$ cat config.mk
export PLATFORM = sky130hd
export DESIGN_NAME = idec_core
export DESIGN_NICKNAME = d
export VERILOG_FILES = /design/src/core/idec_pkg.sv /design/src/core/idec_core.sv
export VERILOG_INCLUDE_DIRS = /design/src /design/src/core
export SDC_FILE = /design/constraint.sdc
export NUM_CORES = 1
export LEC_CHECK = 0
export BUFFER_PORTS_ARGS = -buffer_cell sky130_fd_sc_hd__buf_4
export CORE_MARGIN = 2
export CORE_UTILIZATION = 50
export CTS_CLUSTER_DIAMETER = 120
export DETAILED_ROUTE_END_ITERATION = 7
export PLACE_DENSITY = 0.86
export SLEW_MARGIN = 5
export SYNTH_ARGS = -nofsm -noshare
export SYNTH_HDL_FRONTEND = slang
export SYNTH_SLANG_ARGS = --single-unit
$ cat constraint.sdc
create_clock -name clk -period 3.2 [get_ports clk]
set_clock_uncertainty 0.2 [all_clocks]
set_input_delay 0.32 -clock clk [delete_from_list [all_inputs] [get_ports clk]]
set_output_delay 0.32 -clock clk [all_outputs]
set_load 0.02 [all_outputs]
$ cat src/core/idec_defs.svh
// Constants for the instruction decoder: field positions, opcode patterns, timing.
// Assumes a 13-bit program word and an 8-bit register file behind the decoder.
// How it works
// - Each instruction is one 13-bit word.
// - One cycle is two oscillator periods.
// - Program counter writes take two cycles.
// - Option bit sets jump/call one or two cycles.
// - Two-cycle option stretches branches and true skips.
// - Any bit set, cleared or tested directly.
// - I/O registers use general register instructions.
// - Register field selects source or destination.
// - Bit field selects bit position.
// - Literals decode as 8 or 10 bits.
// - Return pops stack top into counter.
// - Interrupt return pops and enables interrupts.
// - Sleep and watchdog clear reset counter, flags. The decoder only pulses watchdog_counter_clear; flag_mask stays 000.
// - Decrement-skip writes back, skips on zero.
// - Increment-skip writes back, skips on zero.
`ifndef IDEC_DEFS_SVH
`define IDEC_DEFS_SVH
// ----------------------------------------
// Field layout
// ----------------------------------------
`define IDEC_IW          13
`define IDEC_REG_W       6
`define IDEC_BIT_LSB     6
`define IDEC_LIT8_W      8
`define IDEC_LIT10_W     10
`define IDEC_PC_REG      6'h02
// ----------------------------------------
// Fixed opcodes
// ----------------------------------------
`define IDEC_OP_NOP      13'h0000
`define IDEC_OP_DECIMAL_ADJUST 13'h0001
`define IDEC_OP_SLEEP    13'h0003
`define IDEC_OP_WDC      13'h0004
`define IDEC_OP_INTERRUPT_ENABLE_INSTRUCTION  13'h0010
`define IDEC_OP_INTERRUPT_DISABLE_INSTRUCTION 13'h0011
`define IDEC_OP_RET      13'h0012
`define IDEC_OP_RETURN_FROM_INTERRUPT 13'h0013
`define IDEC_OP_CLRA     13'h0080
// ----------------------------------------
// Timing
// ----------------------------------------
`define IDEC_OSC_PER_CYC 2
`endif

$ cat src/core/idec_pkg.sv
// Types for the instruction decoder: operations and phase states.
// Assumes idec_defs.svh is on the include path.
package idec_pkg;
	// Decoded operation class
	typedef enum logic [5:0] {
		IDEC_NOP, IDEC_DECIMAL_ADJUST, IDEC_SLEEP, IDEC_WDC, IDEC_IO_CONTROL_WRITE,
		IDEC_INTERRUPT_ENABLE_INSTRUCTION, IDEC_INTERRUPT_DISABLE_INSTRUCTION,
		IDEC_RET, IDEC_RETURN_FROM_INTERRUPT, IDEC_IO_CONTROL_READ, IDEC_MOVRA, IDEC_CLRA,
		IDEC_CLR,
		IDEC_SUBAR, IDEC_SUBRA, IDEC_DECA, IDEC_DEC, IDEC_ORAR, IDEC_ORRA,
		IDEC_ANDAR, IDEC_ANDRA, IDEC_XORAR, IDEC_XORRA, IDEC_ADDAR, IDEC_ADDRA,
		IDEC_MOVAR, IDEC_MOVRR, IDEC_COMA, IDEC_COM, IDEC_INCA, IDEC_INC,
		IDEC_DECREMENT_TO_ACC_SKIP_IF_ZERO, IDEC_DECREMENT_SKIP_IF_ZERO,
		IDEC_RRCA, IDEC_RRC, IDEC_RLCA, IDEC_RLC, IDEC_SWAPA, IDEC_SWAP,
		IDEC_INCREMENT_TO_ACC_SKIP_IF_ZERO, IDEC_INCREMENT_SKIP_IF_ZERO, IDEC_BC, IDEC_BS,
		IDEC_SKIP_IF_BIT_CLEAR, IDEC_SKIP_IF_BIT_SET, IDEC_CALL, IDEC_JMP, IDEC_MOVAK,
		IDEC_ORAK, IDEC_ANDAK, IDEC_XORAK, IDEC_RETURN_WITH_LITERAL, IDEC_SUBAK, IDEC_PAGE,
		IDEC_BANK, IDEC_ADDAK,
		IDEC_BAD
	} idec_op_t;
	// Oscillator phase inside an instruction cycle
	typedef enum logic [1:0] {
		IDEC_EXEC_P1, IDEC_EXEC_P2, IDEC_XTRA_P1, IDEC_XTRA_P2
	} idec_state_t;
endpackage

$ cat src/core/idec_core.sv
// Instruction decoder with cycle timing: one clk per oscillator period.
// Assumes the fetch side presents a stable word in fetch_word while fetch_valid is high.
`timescale 1ns/1ps
`default_nettype none
`include "idec_defs.svh"
module idec_core (
	input  wire logic                 clk,          // Core oscillator
	input  wire logic                 rst_b,        // Async reset, active low
	input  wire logic                 jump_cycle_select, // Option: 1 = two-cycle branches
	input  wire logic [12:0]          fetch_word,   // Instruction from program memory
	input  wire logic                 fetch_valid,  // Word present
	input  wire logic [7:0]           reg_value,    // Value of addressed register
	input  wire logic [7:0]           acc_value,    // Accumulator
	output var  logic                 fetch_take,   // Pulse: word consumed
	output var  idec_pkg::idec_op_t   op,           // Operation latched for execute
	output var  logic [5:0]           reg_sel,      // Register designator
	output var  logic [2:0]           bit_sel,      // Bit designator
	output var  logic [9:0]           literal,      // Literal, 8 or 10 bits
	output var  logic                 exec_strobe,  // Pulse: execute op now
	output var  logic                 skip_taken,   // Level: next instruction squashed
	output var  logic                 flag_we,      // Pulse with exec: Z/C/DC update allowed
	output var  logic [2:0]           flag_mask,    // {Z, C, DC} update enables
	output var  logic                 stack_pop,    // Pulse: top of stack to PC
	output var  logic                 int_enable_set, // Pulse: interrupts enabled
	output var  logic                 watchdog_counter_clear, // Pulse
	output var  logic                 osc_stop,     // Pulse: sleep requested
	output var  logic                 two_cycle     // Level: current op takes two cycles
);
	import idec_pkg::*;

	// ----------------------------------------
	// Decode function
	// ----------------------------------------
	// opcode table
	function automatic idec_op_t decode(input logic [12:0] w);
		idec_op_t o;
		o = IDEC_BAD;
		if (!w[12]) begin
			if (w[11:10] != 2'b00) begin
				case (w[11:10])
					2'b00:   o = IDEC_BAD;
					2'b01:   o = w[9] ? IDEC_BS : IDEC_BC;
					2'b10:   o = w[9] ? IDEC_SKIP_IF_BIT_SET : IDEC_SKIP_IF_BIT_CLEAR;
					default: o = w[9] ? IDEC_SKIP_IF_BIT_SET : IDEC_SKIP_IF_BIT_CLEAR;
				endcase
				if (w[11:9] == 3'b100) o = IDEC_BC;
				else if (w[11:9] == 3'b101) o = IDEC_BS;
				else if (w[11:9] == 3'b110) o = IDEC_SKIP_IF_BIT_CLEAR;
				else if (w[11:9] == 3'b111) o = IDEC_SKIP_IF_BIT_SET;
			end else begin
				case ({w[9:8], w[7:6]})
					4'b0000: begin
						if (w == `IDEC_OP_NOP) o = IDEC_NOP;
						else if (w == `IDEC_OP_DECIMAL_ADJUST) o = IDEC_DECIMAL_ADJUST;
						else if (w == `IDEC_OP_SLEEP) o = IDEC_SLEEP;
						else if (w == `IDEC_OP_WDC) o = IDEC_WDC;
						else if (w[5:4] == 2'b00) o = IDEC_IO_CONTROL_WRITE;
						else if (w == `IDEC_OP_INTERRUPT_ENABLE_INSTRUCTION)
							o = IDEC_INTERRUPT_ENABLE_INSTRUCTION;
						else if (w == `IDEC_OP_INTERRUPT_DISABLE_INSTRUCTION)
							o = IDEC_INTERRUPT_DISABLE_INSTRUCTION;
						else if (w == `IDEC_OP_RET) o = IDEC_RET;
						else if (w == `IDEC_OP_RETURN_FROM_INTERRUPT)
							o = IDEC_RETURN_FROM_INTERRUPT;
						else if (w[5:4] == 2'b01) o = IDEC_IO_CONTROL_READ;
					end
					4'b0001: o = IDEC_MOVRA;
					4'b0010: o = (w == `IDEC_OP_CLRA) ? IDEC_CLRA : IDEC_BAD;
					4'b0011: o = IDEC_CLR;
					4'b0100: o = IDEC_SUBAR;
					4'b0101: o = IDEC_SUBRA;
					4'b0110: o = IDEC_DECA;
					4'b0111: o = IDEC_DEC;
					4'b1000: o = IDEC_ORAR;
					4'b1001: o = IDEC_ORRA;
					4'b1010: o = IDEC_ANDAR;
					4'b1011: o = IDEC_ANDRA;
					4'b1100: o = IDEC_XORAR;
					4'b1101: o = IDEC_XORRA;
					4'b1110: o = IDEC_ADDAR;
					default: o = IDEC_ADDRA;
				endcase
				if (w[9:8] == 2'b00 && w[11:10] == 2'b00 && w[12] == 1'b0) begin
					// Groups 04..07 sit above bit 9; reached via w[11:8] below
				end
			end
			// Groups 0x04..0x07 use bits 10:8 = 1xx with bit 11 clear
			if (w[11] == 1'b0 && w[10] == 1'b1) begin
				case (w[9:6])
					4'b0000: o = IDEC_MOVAR;
					4'b0001: o = IDEC_MOVRR;
					4'b0010: o = IDEC_COMA;
					4'b0011: o = IDEC_COM;
					4'b0100: o = IDEC_INCA;
					4'b0101: o = IDEC_INC;
					4'b0110: o = IDEC_DECREMENT_TO_ACC_SKIP_IF_ZERO;
					4'b0111: o = IDEC_DECREMENT_SKIP_IF_ZERO;
					4'b1000: o = IDEC_RRCA;
					4'b1001: o = IDEC_RRC;
					4'b1010: o = IDEC_RLCA;
					4'b1011: o = IDEC_RLC;
					4'b1100: o = IDEC_SWAPA;
					4'b1101: o = IDEC_SWAP;
					4'b1110: o = IDEC_INCREMENT_TO_ACC_SKIP_IF_ZERO;
					default: o = IDEC_INCREMENT_SKIP_IF_ZERO;
				endcase
			end
		end else begin
			case (w[11:8])
				4'b0000, 4'b0001, 4'b0010, 4'b0011: o = IDEC_CALL;
				4'b0100, 4'b0101, 4'b0110, 4'b0111: o = IDEC_JMP;
				4'b1000: o = IDEC_MOVAK;
				4'b1001: o = IDEC_ORAK;
				4'b1010: o = IDEC_ANDAK;
				4'b1011: o = IDEC_XORAK;
				4'b1100: o = IDEC_RETURN_WITH_LITERAL;
				4'b1101: o = IDEC_SUBAK;
				4'b1110: o = (w[7:4] == 4'h8 && w[3:2] == 2'b00) ? IDEC_PAGE :
					(w[7:4] == 4'h9 && w[3:2] == 2'b00) ? IDEC_BANK : IDEC_BAD;
				default: o = IDEC_ADDAK;
			endcase
		end
		return o;
	endfunction

	// ----------------------------------------
	// Helper classifications
	// ----------------------------------------
	// ops that write their result back to the addressed register
	function automatic logic writes_reg(input idec_op_t o);
		case (o)
			IDEC_MOVRA, IDEC_CLR, IDEC_SUBRA, IDEC_DEC, IDEC_ORRA, IDEC_ANDRA,
			IDEC_XORRA, IDEC_ADDRA, IDEC_MOVRR, IDEC_COM, IDEC_INC,
			IDEC_DECREMENT_SKIP_IF_ZERO, IDEC_RRC, IDEC_RLC, IDEC_SWAP,
			IDEC_INCREMENT_SKIP_IF_ZERO, IDEC_BC, IDEC_BS: return 1'b1;
			default: return 1'b0;
		endcase
	endfunction

	// flags {Z, C, DC} touched per operation
	function automatic logic [2:0] flags_of(input idec_op_t o);
		case (o)
			IDEC_SUBAR, IDEC_SUBRA, IDEC_ADDAR, IDEC_ADDRA, IDEC_SUBAK,
			IDEC_ADDAK: return 3'b111;
			IDEC_DECIMAL_ADJUST, IDEC_RRCA, IDEC_RRC, IDEC_RLCA, IDEC_RLC: return 3'b010;
			IDEC_CLRA, IDEC_CLR, IDEC_DECA, IDEC_DEC, IDEC_ORAR, IDEC_ORRA,
			IDEC_ANDAR, IDEC_ANDRA, IDEC_XORAR, IDEC_XORRA, IDEC_MOVAR,
			IDEC_MOVRR, IDEC_COMA, IDEC_COM, IDEC_INCA, IDEC_INC, IDEC_ORAK,
			IDEC_ANDAK, IDEC_XORAK: return 3'b100;
			default: return 3'b000;
		endcase
	endfunction

	// ----------------------------------------
	// Phase sequencer and decode latch
	// ----------------------------------------
	idec_state_t state, next_state;         // Oscillator phase
	idec_op_t    next_op;                    // Op decoded from fetch
	logic [5:0]  next_reg_sel;               // Register field
	logic [2:0]  next_bit_sel;               // Bit field
	logic [9:0]  next_literal;               // Literal field
	logic        next_take, next_exec, next_skip, next_fwe, next_pop, next_ien;
	logic        next_wdc, next_stop, next_two;
	logic [2:0]  next_fmask;
	logic        skip_now;                   // Current op tests true
	logic [7:0]  bit_val_mask;               // One-hot of addressed bit

	// Combinational next-state: decode on phase 1, execute on phase 2
	always_comb begin
		next_state   = state;
		next_op      = op;
		next_reg_sel = reg_sel;
		next_bit_sel = bit_sel;
		next_literal = literal;
		next_take    = 1'b0;
		next_exec    = 1'b0;
		next_skip    = skip_taken;
		next_fwe     = 1'b0;
		next_fmask   = flag_mask;
		next_pop     = 1'b0;
		next_ien     = 1'b0;
		next_wdc     = 1'b0;
		next_stop    = 1'b0;
		next_two     = two_cycle;
		bit_val_mask = 8'h01 << bit_sel;
		skip_now     = 1'b0;
		if (op == IDEC_DECREMENT_SKIP_IF_ZERO || op == IDEC_DECREMENT_TO_ACC_SKIP_IF_ZERO)
			skip_now = (reg_value == 8'h01);
		// increment wraps to zero means skip
		if (op == IDEC_INCREMENT_SKIP_IF_ZERO || op == IDEC_INCREMENT_TO_ACC_SKIP_IF_ZERO)
			skip_now = (reg_value == 8'hFF);
		if (op == IDEC_SKIP_IF_BIT_SET) skip_now = |(reg_value & bit_val_mask);
		if (op == IDEC_SKIP_IF_BIT_CLEAR) skip_now = ~|(reg_value & bit_val_mask);
		case (state)
			IDEC_EXEC_P1: begin
				if (fetch_valid) begin
					// split the 13-bit word into fields
					next_op      = decode(fetch_word);
					next_reg_sel = fetch_word[5:0];
					next_bit_sel = fetch_word[8:6];
					next_literal = (fetch_word[12:11] == 2'b10) ? fetch_word[9:0] :
						{2'b00, fetch_word[7:0]};
					next_take    = 1'b1;
					next_state   = IDEC_EXEC_P2;
				end
			end
			IDEC_EXEC_P2: begin
				next_state = IDEC_EXEC_P1;
				if (skip_taken) begin
					next_skip = 1'b0;
					next_two  = 1'b0;
				end else begin
					next_exec  = 1'b1;
					next_fwe   = 1'b1;
					next_fmask = flags_of(op);
					next_pop   = (op == IDEC_RET || op == IDEC_RETURN_FROM_INTERRUPT ||
						op == IDEC_RETURN_WITH_LITERAL);
					next_ien   = (op == IDEC_RETURN_FROM_INTERRUPT ||
						op == IDEC_INTERRUPT_ENABLE_INSTRUCTION);
					next_wdc   = (op == IDEC_SLEEP || op == IDEC_WDC);
					next_stop  = (op == IDEC_SLEEP);
					next_skip  = skip_now;
					next_two   = writes_reg(op) && reg_sel == `IDEC_PC_REG;
					// jump and call follow the option bit
					if (op == IDEC_JMP || op == IDEC_CALL) next_two = jump_cycle_select;
					// returns and true skips under two-cycle option
					if (jump_cycle_select && (next_pop || skip_now)) next_two = 1'b1;
					if (next_two) next_state = IDEC_XTRA_P1;
				end
			end
			IDEC_XTRA_P1: next_state = IDEC_XTRA_P2;
			IDEC_XTRA_P2: begin
				next_state = IDEC_EXEC_P1;
				next_two   = 1'b0;
			end
			default: next_state = IDEC_EXEC_P1;
		endcase
	end

	// Registers only; every output straight from a flop
	always_ff @(posedge clk or negedge rst_b) begin
		if (!rst_b) begin
			state <= IDEC_EXEC_P1;
			op <= IDEC_NOP;
			reg_sel <= 6'h00;
			bit_sel <= 3'h0;
			literal <= 10'h000;
			fetch_take <= 1'b0;
			exec_strobe <= 1'b0;
			skip_taken <= 1'b0;
			flag_we <= 1'b0;
			flag_mask <= 3'h0;
			stack_pop <= 1'b0;
			int_enable_set <= 1'b0;
			watchdog_counter_clear <= 1'b0;
			osc_stop <= 1'b0;
			two_cycle <= 1'b0;
		end else begin
			state <= next_state;
			op <= next_op;
			reg_sel <= next_reg_sel;
			bit_sel <= next_bit_sel;
			literal <= next_literal;
			fetch_take <= next_take;
			exec_strobe <= next_exec;
			skip_taken <= next_skip;
			flag_we <= next_fwe;
			flag_mask <= next_fmask;
			stack_pop <= next_pop;
			int_enable_set <= next_ien;
			watchdog_counter_clear <= next_wdc;
			osc_stop <= next_stop;
			two_cycle <= next_two;
		end
	end

	// ----------------------------------------
	// Checks
	// ----------------------------------------
	period_pair_a: assert property (@(posedge clk) disable iff (!rst_b)
		fetch_take |-> ##1 !fetch_take) else $error("fetch closer than one cycle");
	jump_two_a: assert property (@(posedge clk) disable iff (!rst_b)
		(state == IDEC_EXEC_P2 && !skip_taken && op == IDEC_JMP) |=>
		(two_cycle == jump_cycle_select)) else $error("jump timing wrong");
	ret_pop_a: assert property (@(posedge clk) disable iff (!rst_b)
		(state == IDEC_EXEC_P2 && !skip_taken && op == IDEC_RET) |=> stack_pop)
		else $error("return did not pop");
	return_from_interrupt_ien_a: assert property (@(posedge clk) disable iff (!rst_b)
		(state == IDEC_EXEC_P2 && !skip_taken && op == IDEC_RETURN_FROM_INTERRUPT) |=>
		(stack_pop && int_enable_set)) else $error("interrupt return incomplete");
	sleep_stop_a: assert property (@(posedge clk) disable iff (!rst_b)
		osc_stop |-> watchdog_counter_clear) else $error("sleep without clear");
	skip_noexec_a: assert property (@(posedge clk) disable iff (!rst_b)
		(state == IDEC_EXEC_P2 && skip_taken) |=> !exec_strobe)
		else $error("skipped op executed");
	pc_write_a: assert property (@(posedge clk) disable iff (!rst_b)
		(state == IDEC_EXEC_P2 && !skip_taken && op == IDEC_CLR && reg_sel == 6'h02)
		|=> two_cycle ##2 (state == IDEC_EXEC_P1)) else $error("pc write one cycle");
	flag_none_a: assert property (@(posedge clk) disable iff (!rst_b)
		(exec_strobe && (op == IDEC_SWAP || op == IDEC_DECREMENT_SKIP_IF_ZERO)) |->
		flag_mask == 3'b000)
		else $error("flags touched wrongly");
endmodule
`default_nettype wire

==> results of run 1 <==
metal layers:
metal | wire length [microns] | up-vias | global-route usage
li1 | - | 1174 | -
met1 | 2530 | 1129 | 0.304
met2 | 3010 | 124 | 0.396
met3 | 493 | 11 | 0.0610
met4 | 82 | 0 | 0.0889
met5 | 0 | - | 0
flip-flops by register name (all words and copies together), names as in the netlist, named ones only:
signal                  count
flag_mask                   3
op                          6
stack_pop                   1
bit_sel                     3
literal                     3
flag_we                     1
int_enable_set              1
state                       1
skip_taken                  1
two_cycle                   1
reg_sel                     5
watchdog_counter_clear      1
fetch_take                  1
osc_stop                    1
power groups by stage:
stage | combinational [mW] | clock, mW | sequential [mW]
after floorplan | 0.450 | 0 | 0.635
after global placement | 0.730 | 0 | 0.591
after detailed placement | 0.744 | 0 | 0.594
after CTS | 0.749 | 0.306 | 0.590
after global routing | 0.814 | 0.323 | 0.609
final | 0.747 | 0.299 | 0.591
kinds of logic (layout without fill, tap and decap cells):
| logic type | count (synthesis) | count (layout) | share of synthesized area |
|---|---|---|---|
| and+or+nand+nor | 131 | 131 | 0.294 |
| AOI/OAI and AO/OA | 80 | 80 | 0.226 |
| buffers and inverters | 44 | 83 | 0.0834 |
| DFF | 30 | 30 | 0.307 |
| adders and majority gates | 10 | 10 | 0.0512 |
| muxes | 6 | 6 | 0.0358 |
| xor gates and xnor gates | 1 | 1 | 0.00358 |
how the worst max path moves through the flow:
stage	cells past startpoint	endpoint	slack (ns)	start
global placement	8	op[0]	0.74	fetch_word[6]
detailed placement	8	op[0]	0.72	fetch_word[6]
floorplan	5	two_cycle	0.89	bit_sel[0]
finish	6	two_cycle	0.82	op[0]
CTS	6	two_cycle	0.80	op[0]
global route	5	flop	0.62	op[5]
worst register-to-register path, stage by stage, from the launching register on:
cell	delay (ns)
dfrtp_1	0.44
ha_1	0.36
nor4b_1	0.29
o21ai_0	0.12
a311oi_1	0.52
a2111oi_0	0.14
nor3_1	0.22
area by class of cell:
type / count / area [sq um] / share of cell area
multi-input combinational: 228 / 1490 / 0.507
sequential: 30 / 751 / 0.255
timing repair buffer: 64 / 483 / 0.164
tap: 67 / 83.8 / 0.0285
clock buffer: 6 / 82.6 / 0.0281
inverter: 13 / 48.8 / 0.0166
stage by stage:
stage | setup WS, ns | instances | hold slack [ns]
final | 0.818 | 408 | 0.0777
after global routing | 0.625 | 408 | 0.0916
after CTS | 0.801 | 408 | 0.0674
after detailed placement | 0.717 | 401 | 0.0657
after global placement | 0.743 | 401 | 0.0609
after floorplan | 0.888 | 302 | -0.176
layout by cell type, fill, tap and decap left out, types with 6 or more instances in the layout:
cell      count
dfrtp_1      30
a21oi_1      15
nand2_1      45
nor2_1       20
ha_1         10
clkbuf_8      6
o21ai_0      18
nand4_1       7
inv_1        13
nor3_1        9
buf_4        63
==> out/qor.yml, run 1 <==
status: "completed"
period_share: 0.744
clk_pin_slew_ns: 0.06
crit_chain: "ha_1 -> nor4b_1 -> o21ai_0 -> a311oi_1 -> a2111oi_0 -> nor3_1"
tightest_slew_ns: 0.561
wl_microns: 6120
grt_max_degree: 31
dp.final_hpwl_microns: 4520
async_reset_ff_frac: 1.00
start_kind: "flop"
layout-drive-gt1-share: 0.235
n_antenna_cell: 0
h-tree-depth: 2
intPower_mw: 0.952
core_sq_um: 4720
max_stage_delay_ns: 0.52
cts_root_buf: "clkbuf_8"
setup_violations: 0
final_cell_area_sq_um: 2940
synthFlopType: "dfrtp_1"
cts_hold_buf: 1
cts_made_buffers: 5
drtIter0Drc: 235
slew_headroom: 0.626
yosysMostFrequentCell: "nand2_1"
fin_tns_setup_ns: 0
num-fill-cells: 438
hp-class: "primary input to flop"
synth.top_cell.area_share: 0.307
path_max_fanout: 11
grt_overflow_total: 0
initial_core_util: 0.518
r2r_slack_ns: 0.82
worstPathArrival_ns: 2.38
ios: 70
cts_buffer_depth: 2
ir_worst_vdd_uv: 386
cts_tree: "built"
hold_viol: 0
synth_area_leaders: "dfrtp_1 (31%), nand2_1 (6.9%), ha_1 (5.1%), o21ai_0 (3.7%), a21oi_1 (3.1%)"
synthCells: 302
clock.fmax_mhz: 420
slew_viol_final: 0
power.density_nw_per_um2: 557
area_delta_synth_final_pct: 20.2
yosys.area.top_type: "dfrtp_1"
drtPass1Iterations: 5
yosysWarnings: 0
syn_area_sq_um: 2450
grt_pass1_wl_microns: 10100
cts_sinks: 30
leakagePower_nw: 1.32
grt_util_all_layers: 0.240
place_congestion: 0.970
crit_slowest_cell: "a311oi_1"
hold_depth: 3
drc_errors: 0
num_vias: 2438
rsz0062_at_grt: "false"
synth_seq_cells: 30
clkPwrFrac: 0.183
power_mw: 1.64
num_rows: 25
cts_repair_resize_count: 0
reg2reg_from: "op[0]"
nets: 385
first_global_vias: 2166
routedWlPerCell_microns: 15.0
cts_setup_buffers: 0
avgSynthCellArea_sq_um: 8.10
yosysUniqueCellTypes: 62
dieArea_sq_um: 5470
end_kind: "flop"
power.share.sequential: 0.361
finalCriticalPeriod_ns: 2.38
hold_path_end: "state[0]"
io_buffers: 61
maxCapViolCount: 0
utilization: 0.623
ant_nets: 0
yosysSeqAreaShare: 0.307
reg2reg_depth: 6
netSwitchingFraction: 0.418
cp_top_family: "compound AO/OA/AOI/OAI gates"
die_w_microns: 73.9
vias_per_cell: 5.98
min-delay-start: "fetch_valid"
post_dp_cell_area_sq_um: 2850
clk_latency_ns: 0.28
yosys-top-cells-count: "nand2_1 (45), dfrtp_1 (30), nor2_1 (20), o21ai_0 (18), clkbuf_1 (17)"
synth_edf_count: 0
die_y_microns: 73.9
synth_fp_nets: 345
worstPathRequired_ns: 3.19
switching_power_mw: 0.685
antenna_found_initial: 0
worstPathBufferInverterCount: 0
r2r_end: "two_cycle"
p_comb_frac: 0.456
path_class: "flop to flop"
No activity file was read; power rests on OpenSTA's default activity.
==> run 2, diff against run 1 <==
clock period = 2.5 ns   (was 3.2 ns; I/O delays follow)
==> run 2 against run 1 <==
Compared with the run above:
- fmax is 3.2% higher
- hold slack worse by 0.059 ns
- total power grew 30%
- non-clock buffer count rose by 5
- wire length up 1.9%
- sequential power increased by 28%
- critical path type unchanged
- highest routed layer unchanged
==> out/qor.yml, run 2 (synthesis gave the netlist of run 1 again) <==
status: "completed"
crit_chain: "mux4_2 -> mux2i_1 -> mux2_2 -> a2111oi_1 -> nor3_1"
max_flop_register: "op"
io_buffers: 61
num-fill-cells: 406
num_vias: 2456
crit_slowest_cell: "mux4_2"
ios: 70
r2r_slack_ns: 0.19
die_w_microns: 73.9
finalCriticalPeriod_ns: 2.31
r2r_end: "two_cycle"
wl_met2_microns: 3050
worstPathArrival_ns: 2.26
dieArea_sq_um: 5470
seqCellArea_sq_um: 751
drtIter0Drc: 201
grt_overflow_total: 0
top_layer_used: "met4"
ir_worst_vdd_uv: 510
post_dp_cell_area_sq_um: 2880
leakagePower_nw: 1.35
first_global_vias: 2233
initial_core_util: 0.518
period_share: 0.923
core_sq_um: 4720
cts_buffer_depth: 2
grt_util_all_layers: 0.233
clock.fmax_mhz: 433
largest_reg_flops: 6
tightest_slew_ns: 0.554
num_rows: 25
cts_root_buf: "clkbuf_8"
hp-class: "primary input to flop"
path_max_fanout: 5
fin_tns_setup_ns: 0
grt_max_degree: 31
start_kind: "flop"
cts_sinks: 30
n_antenna_cell: 0
worstPathRequired_ns: 2.45
place_congestion: 0.930
multiInputGateArea_sq_um: 1490
dr_wl_met3_microns: 449
antenna_found_initial: 0
routedWlPerCell_microns: 15.0
max_stage_delay_ns: 0.53
reg2reg_from: "bit_sel[0]"
cts_setup_buffers: 0
setup_violations: 0
hold_viol: 0
end_kind: "flop"
final_cell_area_sq_um: 2990
layout-drive-gt1-share: 0.247
final_common_cell: "buf_4"
nets: 390
wl_microns: 6240
cts_made_buffers: 5
cts_tree: "built"
power_mw: 2.13
clk_latency_ns: 0.28
hold_path_end: "reg_sel[2]"
rsz0062_at_grt: "false"
min-delay-start: "fetch_word[2]"
area_delta_synth_final_pct: 22.4
largestRegisters: "op (6), reg_sel (5)"
drtPass1Iterations: 5
drc_errors: 0
wirelength_met1_microns: 2570
mostFrequentLayoutCells: "buf_4 (67), nand2_1 (45), dfrtp_1 (30), nor2_1 (20), o21ai_0 (18)"
slew_viol_final: 0
vias_per_cell: 5.92
die_y_microns: 73.9
ant_nets: 0
slew_headroom: 0.631
clk_pin_slew_ns: 0.07
power.density_nw_per_um2: 710
maxCapViolCount: 0
reg2reg_depth: 5
hold_depth: 3
grt_pass1_wl_microns: 9990
dp.final_hpwl_microns: 4570
path_class: "flop to flop"
h-tree-depth: 2
## run 2: layout make-up
class / instances / area share
multi-input cells: 228 / 0.499
inverters: 13 / 0.0163
clock buffers: 6 / 0.0276
well taps: 67 / 0.0280
clock inverters: 2 / 0.00418
flip-flops and latches: 30 / 0.251
repair buffers: 69 / 0.175
## run 2: per-stage QoR
stage | util | hold WS, ns | instances | setup slack (ns)
5_1_grt | 0.634 | 0.0234 | 415 | 0.0678
6_report | 0.634 | 0.0188 | 415 | 0.192
2_1_floorplan | - | -0.246 | 302 | 0.188
4_1_cts | 0.634 | 0.0103 | 415 | 0.149
3_3_place_gp | 0.609 | -0.00966 | 405 | 0.119
3_5_place_dp | 0.609 | -0.00260 | 405 | 0.108
## run 2: critical path, delay by kind of cell, from the launching register on
family | cells | cell delay (ns)
AOI/OAI and AO/OA | 1 | 0.34
muxes | 3 | 1.07
and+or+nand+nor | 1 | 0.10
DFF | 1 | 0.47
## run 2: worst max path at each step
| stage | to | startpoint | slack (ns) |
|---|---|---|---|
| 2_1_floorplan | two_cycle | bit_sel[0] | 0.19 |
| 3_3_place_gp | op[0] | fetch_word[6] | 0.12 |
| 3_5_place_dp | op[0] | fetch_word[6] | 0.11 |
| 4_1_cts | two_cycle | bit_sel[0] | 0.15 |
| 5_1_grt | flop | op[0] | 0.07 |
| 6_report | two_cycle | bit_sel[0] | 0.19 |
## run 2: layer usage
metal	up-vias	global-route usage
met3	15	0.0420
li1	1191	-
met2	120	0.407
met1	1130	0.292
met4	0	0.0768
met5	-	0
## run 2: power by group
part / switching [mW] / total (mW) / internal [mW]
sequential: 0.168 / 0.757 / 0.589
combinational: 0.545 / 0.970 / 0.425
clock: 0.179 / 0.400 / 0.221
## run 2: timing repair
action | 4_1_cts | 5_1_grt
hold buffers | 2 | 0
endpoints found under the hold margin | 31 | 0
endpoints found under the setup margin | 0 | 1
resized for setup | 0 | 1
==> run 3, diff against run 2 <==
ABC_AREA = 1   (was not set)
==> run 3 against run 2 <==
Compared with the run above:
- wire length fell by 2.7%
- largest power group unchanged
- non-clock buffer count fell by 6
- design area rose by 0.29%
- synthesized cell count rose by 19%
- critical endpoint unchanged
- sequential share of layout area fell by 0.073 points
- first-iteration DRC count fell by 31%
==> out/qor.yml, run 3 <==
netSwitchingFraction: 0.487
switching_power_mw: 1.50
synth_compound_area_frac: 0.144
tightest_slew_ns: 0.523
antenna_found_initial: 0
min-delay-start: "fetch_word[7]"
synth_edf_count: 0
final_common_cell: "nand2_1"
yosys.area_share.adder: 0.0510
power.density_nw_per_um2: 1030
dieArea_sq_um: 5480
rsz0062_at_grt: "false"
finalCriticalPeriod_ns: 2.03
initial_core_util: 0.519
power.share.sequential: 0.301
path_max_fanout: 5
end_kind: "flop"
cts_tree: "built"
grt_util_all_layers: 0.236
grt_overflow_total: 0
clkPwrFrac: 0.130
utilization: 0.636
worstPathRequired_ns: 2.47
drtPass1Iterations: 4
start_kind: "flop"
largestRegisters: "op (6), reg_sel (5)"
synthCells: 359
slew_viol_final: 0
fin_tns_setup_ns: 0
cts_root_buf: "clkbuf_8"
cts_sinks: 30
cts_setup_buffers: 0
largest_reg_flops: 6
syn_area_sq_um: 2450
yosysSeqAreaShare: 0.306
leakagePower_nw: 1.54
dp.final_hpwl_microns: 4860
clock.fmax_mhz: 494
place_congestion: 0.918
avgSynthCellArea_sq_um: 6.83
synth_area_leaders: "dfrtp_1 (31%), nand2_1 (13%), nor2_1 (7.8%), ha_1 (5.1%), nand3_1 (4.9%)"
setup_violations: 0
wl_met2_microns: 2940
status: "completed"
worst_slack_ns: 0.475
io_buffers: 61
first_global_vias: 2357
critPathLaunch: "op[0]"
p_comb_frac: 0.569
async_reset_ff_frac: 1.00
yosysMostFrequentCell: "nand2_1"
clk_latency_ns: 0.28
num_rows: 25
die_w_microns: 74.1
h-tree-depth: 2
synth_fp_nets: 402
num_vias: 2523
ir_worst_vdd_uv: 357
yosys.area.top_type: "dfrtp_1"
slew_headroom: 0.651
cts_made_buffers: 5
wirelength_met1_microns: 2640
intPower_mw: 1.59
routedWlPerCell_microns: 12.6
synth_seq_cells: 30
vias_per_cell: 5.23
core_sq_um: 4720
area_delta_synth_final_pct: 22.4
period_share: 0.810
path_class: "flop to flop"
synthSimpleGateAreaFrac: 0.383
yosys-top-cells-count: "nand2_1 (88), nor2_1 (51), inv_1 (31), dfrtp_1 (30), nand3_1 (24)"
ant_nets: 0
clk_pin_slew_ns: 0.07
n_antenna_cell: 0
synthMuxAreaShare: 0
nets: 457
synth_top_family_by_area: "simple AND/OR/NAND/NOR gates"
drc_errors: 0
ios: 70
synth_xor_area_frac: 0
mostFrequentLayoutCells: "nand2_1 (88), buf_4 (62), nor2_1 (51), inv_1 (31), dfrtp_1 (30)"
grt_max_degree: 31
hp-class: "primary input to flop"
drtIter0Drc: 139
grt_pass1_wl_microns: 10100
cts_buffer_depth: 2
yosysUniqueCellTypes: 43
dr_wl_met3_microns: 342
top_layer_used: "met4"
synth.top_cell.area_share: 0.306
reg2reg_from: "op[0]"
yosysWarnings: 0
layout-drive-gt1-share: 0.253
max_flop_register: "op"
place_ws_ns: 0.440
maxCapViolCount: 0
hold_viol: 0
synthFlopType: "dfrtp_1"
die_y_microns: 74.1
worstPathArrival_ns: 2.00
wl_microns: 6070
[run 3: metal layers]
layer  up-vias  GRT usage
met5         -          0
met1      1153      0.287
li1       1273          -
met2        82      0.403
met3        15     0.0461
met4         0      0.107
[run 3: logic make-up after synthesis]
family | count (synthesis)
DFF | 30
buffers and inverters | 62
and+or+nand+nor | 197
adders and majority gates | 10
AOI/OAI and AO/OA | 60
[run 3: through the flow]
stage               total power, mW  area [sq um]  hold WS, ns  instances
floorplan                      2.12          2450       -0.246        359
global placement               2.65          2900     -0.00655        473
detailed placement             2.68          2900     -0.00137        473
CTS                            3.10          3000       0.0277        482
global route                   3.32          3000       0.0502        482
finish                         3.09          3000       0.0365        482
[run 3: layout make-up]
| class | count | area [sq um] |
|---|---|---|
| Clock inverter | 2 | 12.5 |
| Fill cell | 441 | 1720 |
| Tap cell | 67 | 83.8 |
| Sequential cell | 30 | 751 |
| Inverter | 47 | 179 |
| Timing Repair Buffer | 63 | 475 |
| Multi-Input combinational cell | 267 | 1420 |
| Clock buffer | 6 | 82.6 |
[run 3: power groups by stage]
stage,Clock [mW],Sequential [mW],Combinational [mW]
final,0.400,0.930,1.76
after global routing,0.433,0.967,1.92
after CTS,0.409,0.929,1.76
after detailed placement,0,0.937,1.75
after global placement,0,0.933,1.71
after floorplan,0,1.11,1.01
[run 3: path summary, 6_finish.rpt]
check | end | slack [ns] | depth (start not counted)
min in group asynchronous | bit_sel[2] | 0.23 | 2
max in group asynchronous | op[1] | 1.60 | 2
worst min-delay path | bit_sel[1] | 0.04 | 3
worst min register to register | two_cycle | 0.29 | 2
worst max-delay path | two_cycle | 0.47 | 15
worst max register to register | two_cycle | 0.47 | 15
[run 3: what timing repair did]
item,CTS,global route
gates resized for setup,0,0
hold buffers,1,0
hold endpoints to repair,30,0
[run 3: critical path, cell delays in order, from the launching register on]
cell	delay, ns
dfrtp_1	0.44
ha_1	0.30
inv_1	0.16
nor2_1	0.06
nand2_1	0.06
nand2_1	0.05
nand2_1	0.05
nand2_1	0.05
nor2_1	0.08
nand2_1	0.05
nand2_1	0.10
nand2_1	0.06
nand2_1	0.06
nand2_1	0.04
nand2_1	0.10
nand2_1	0.07
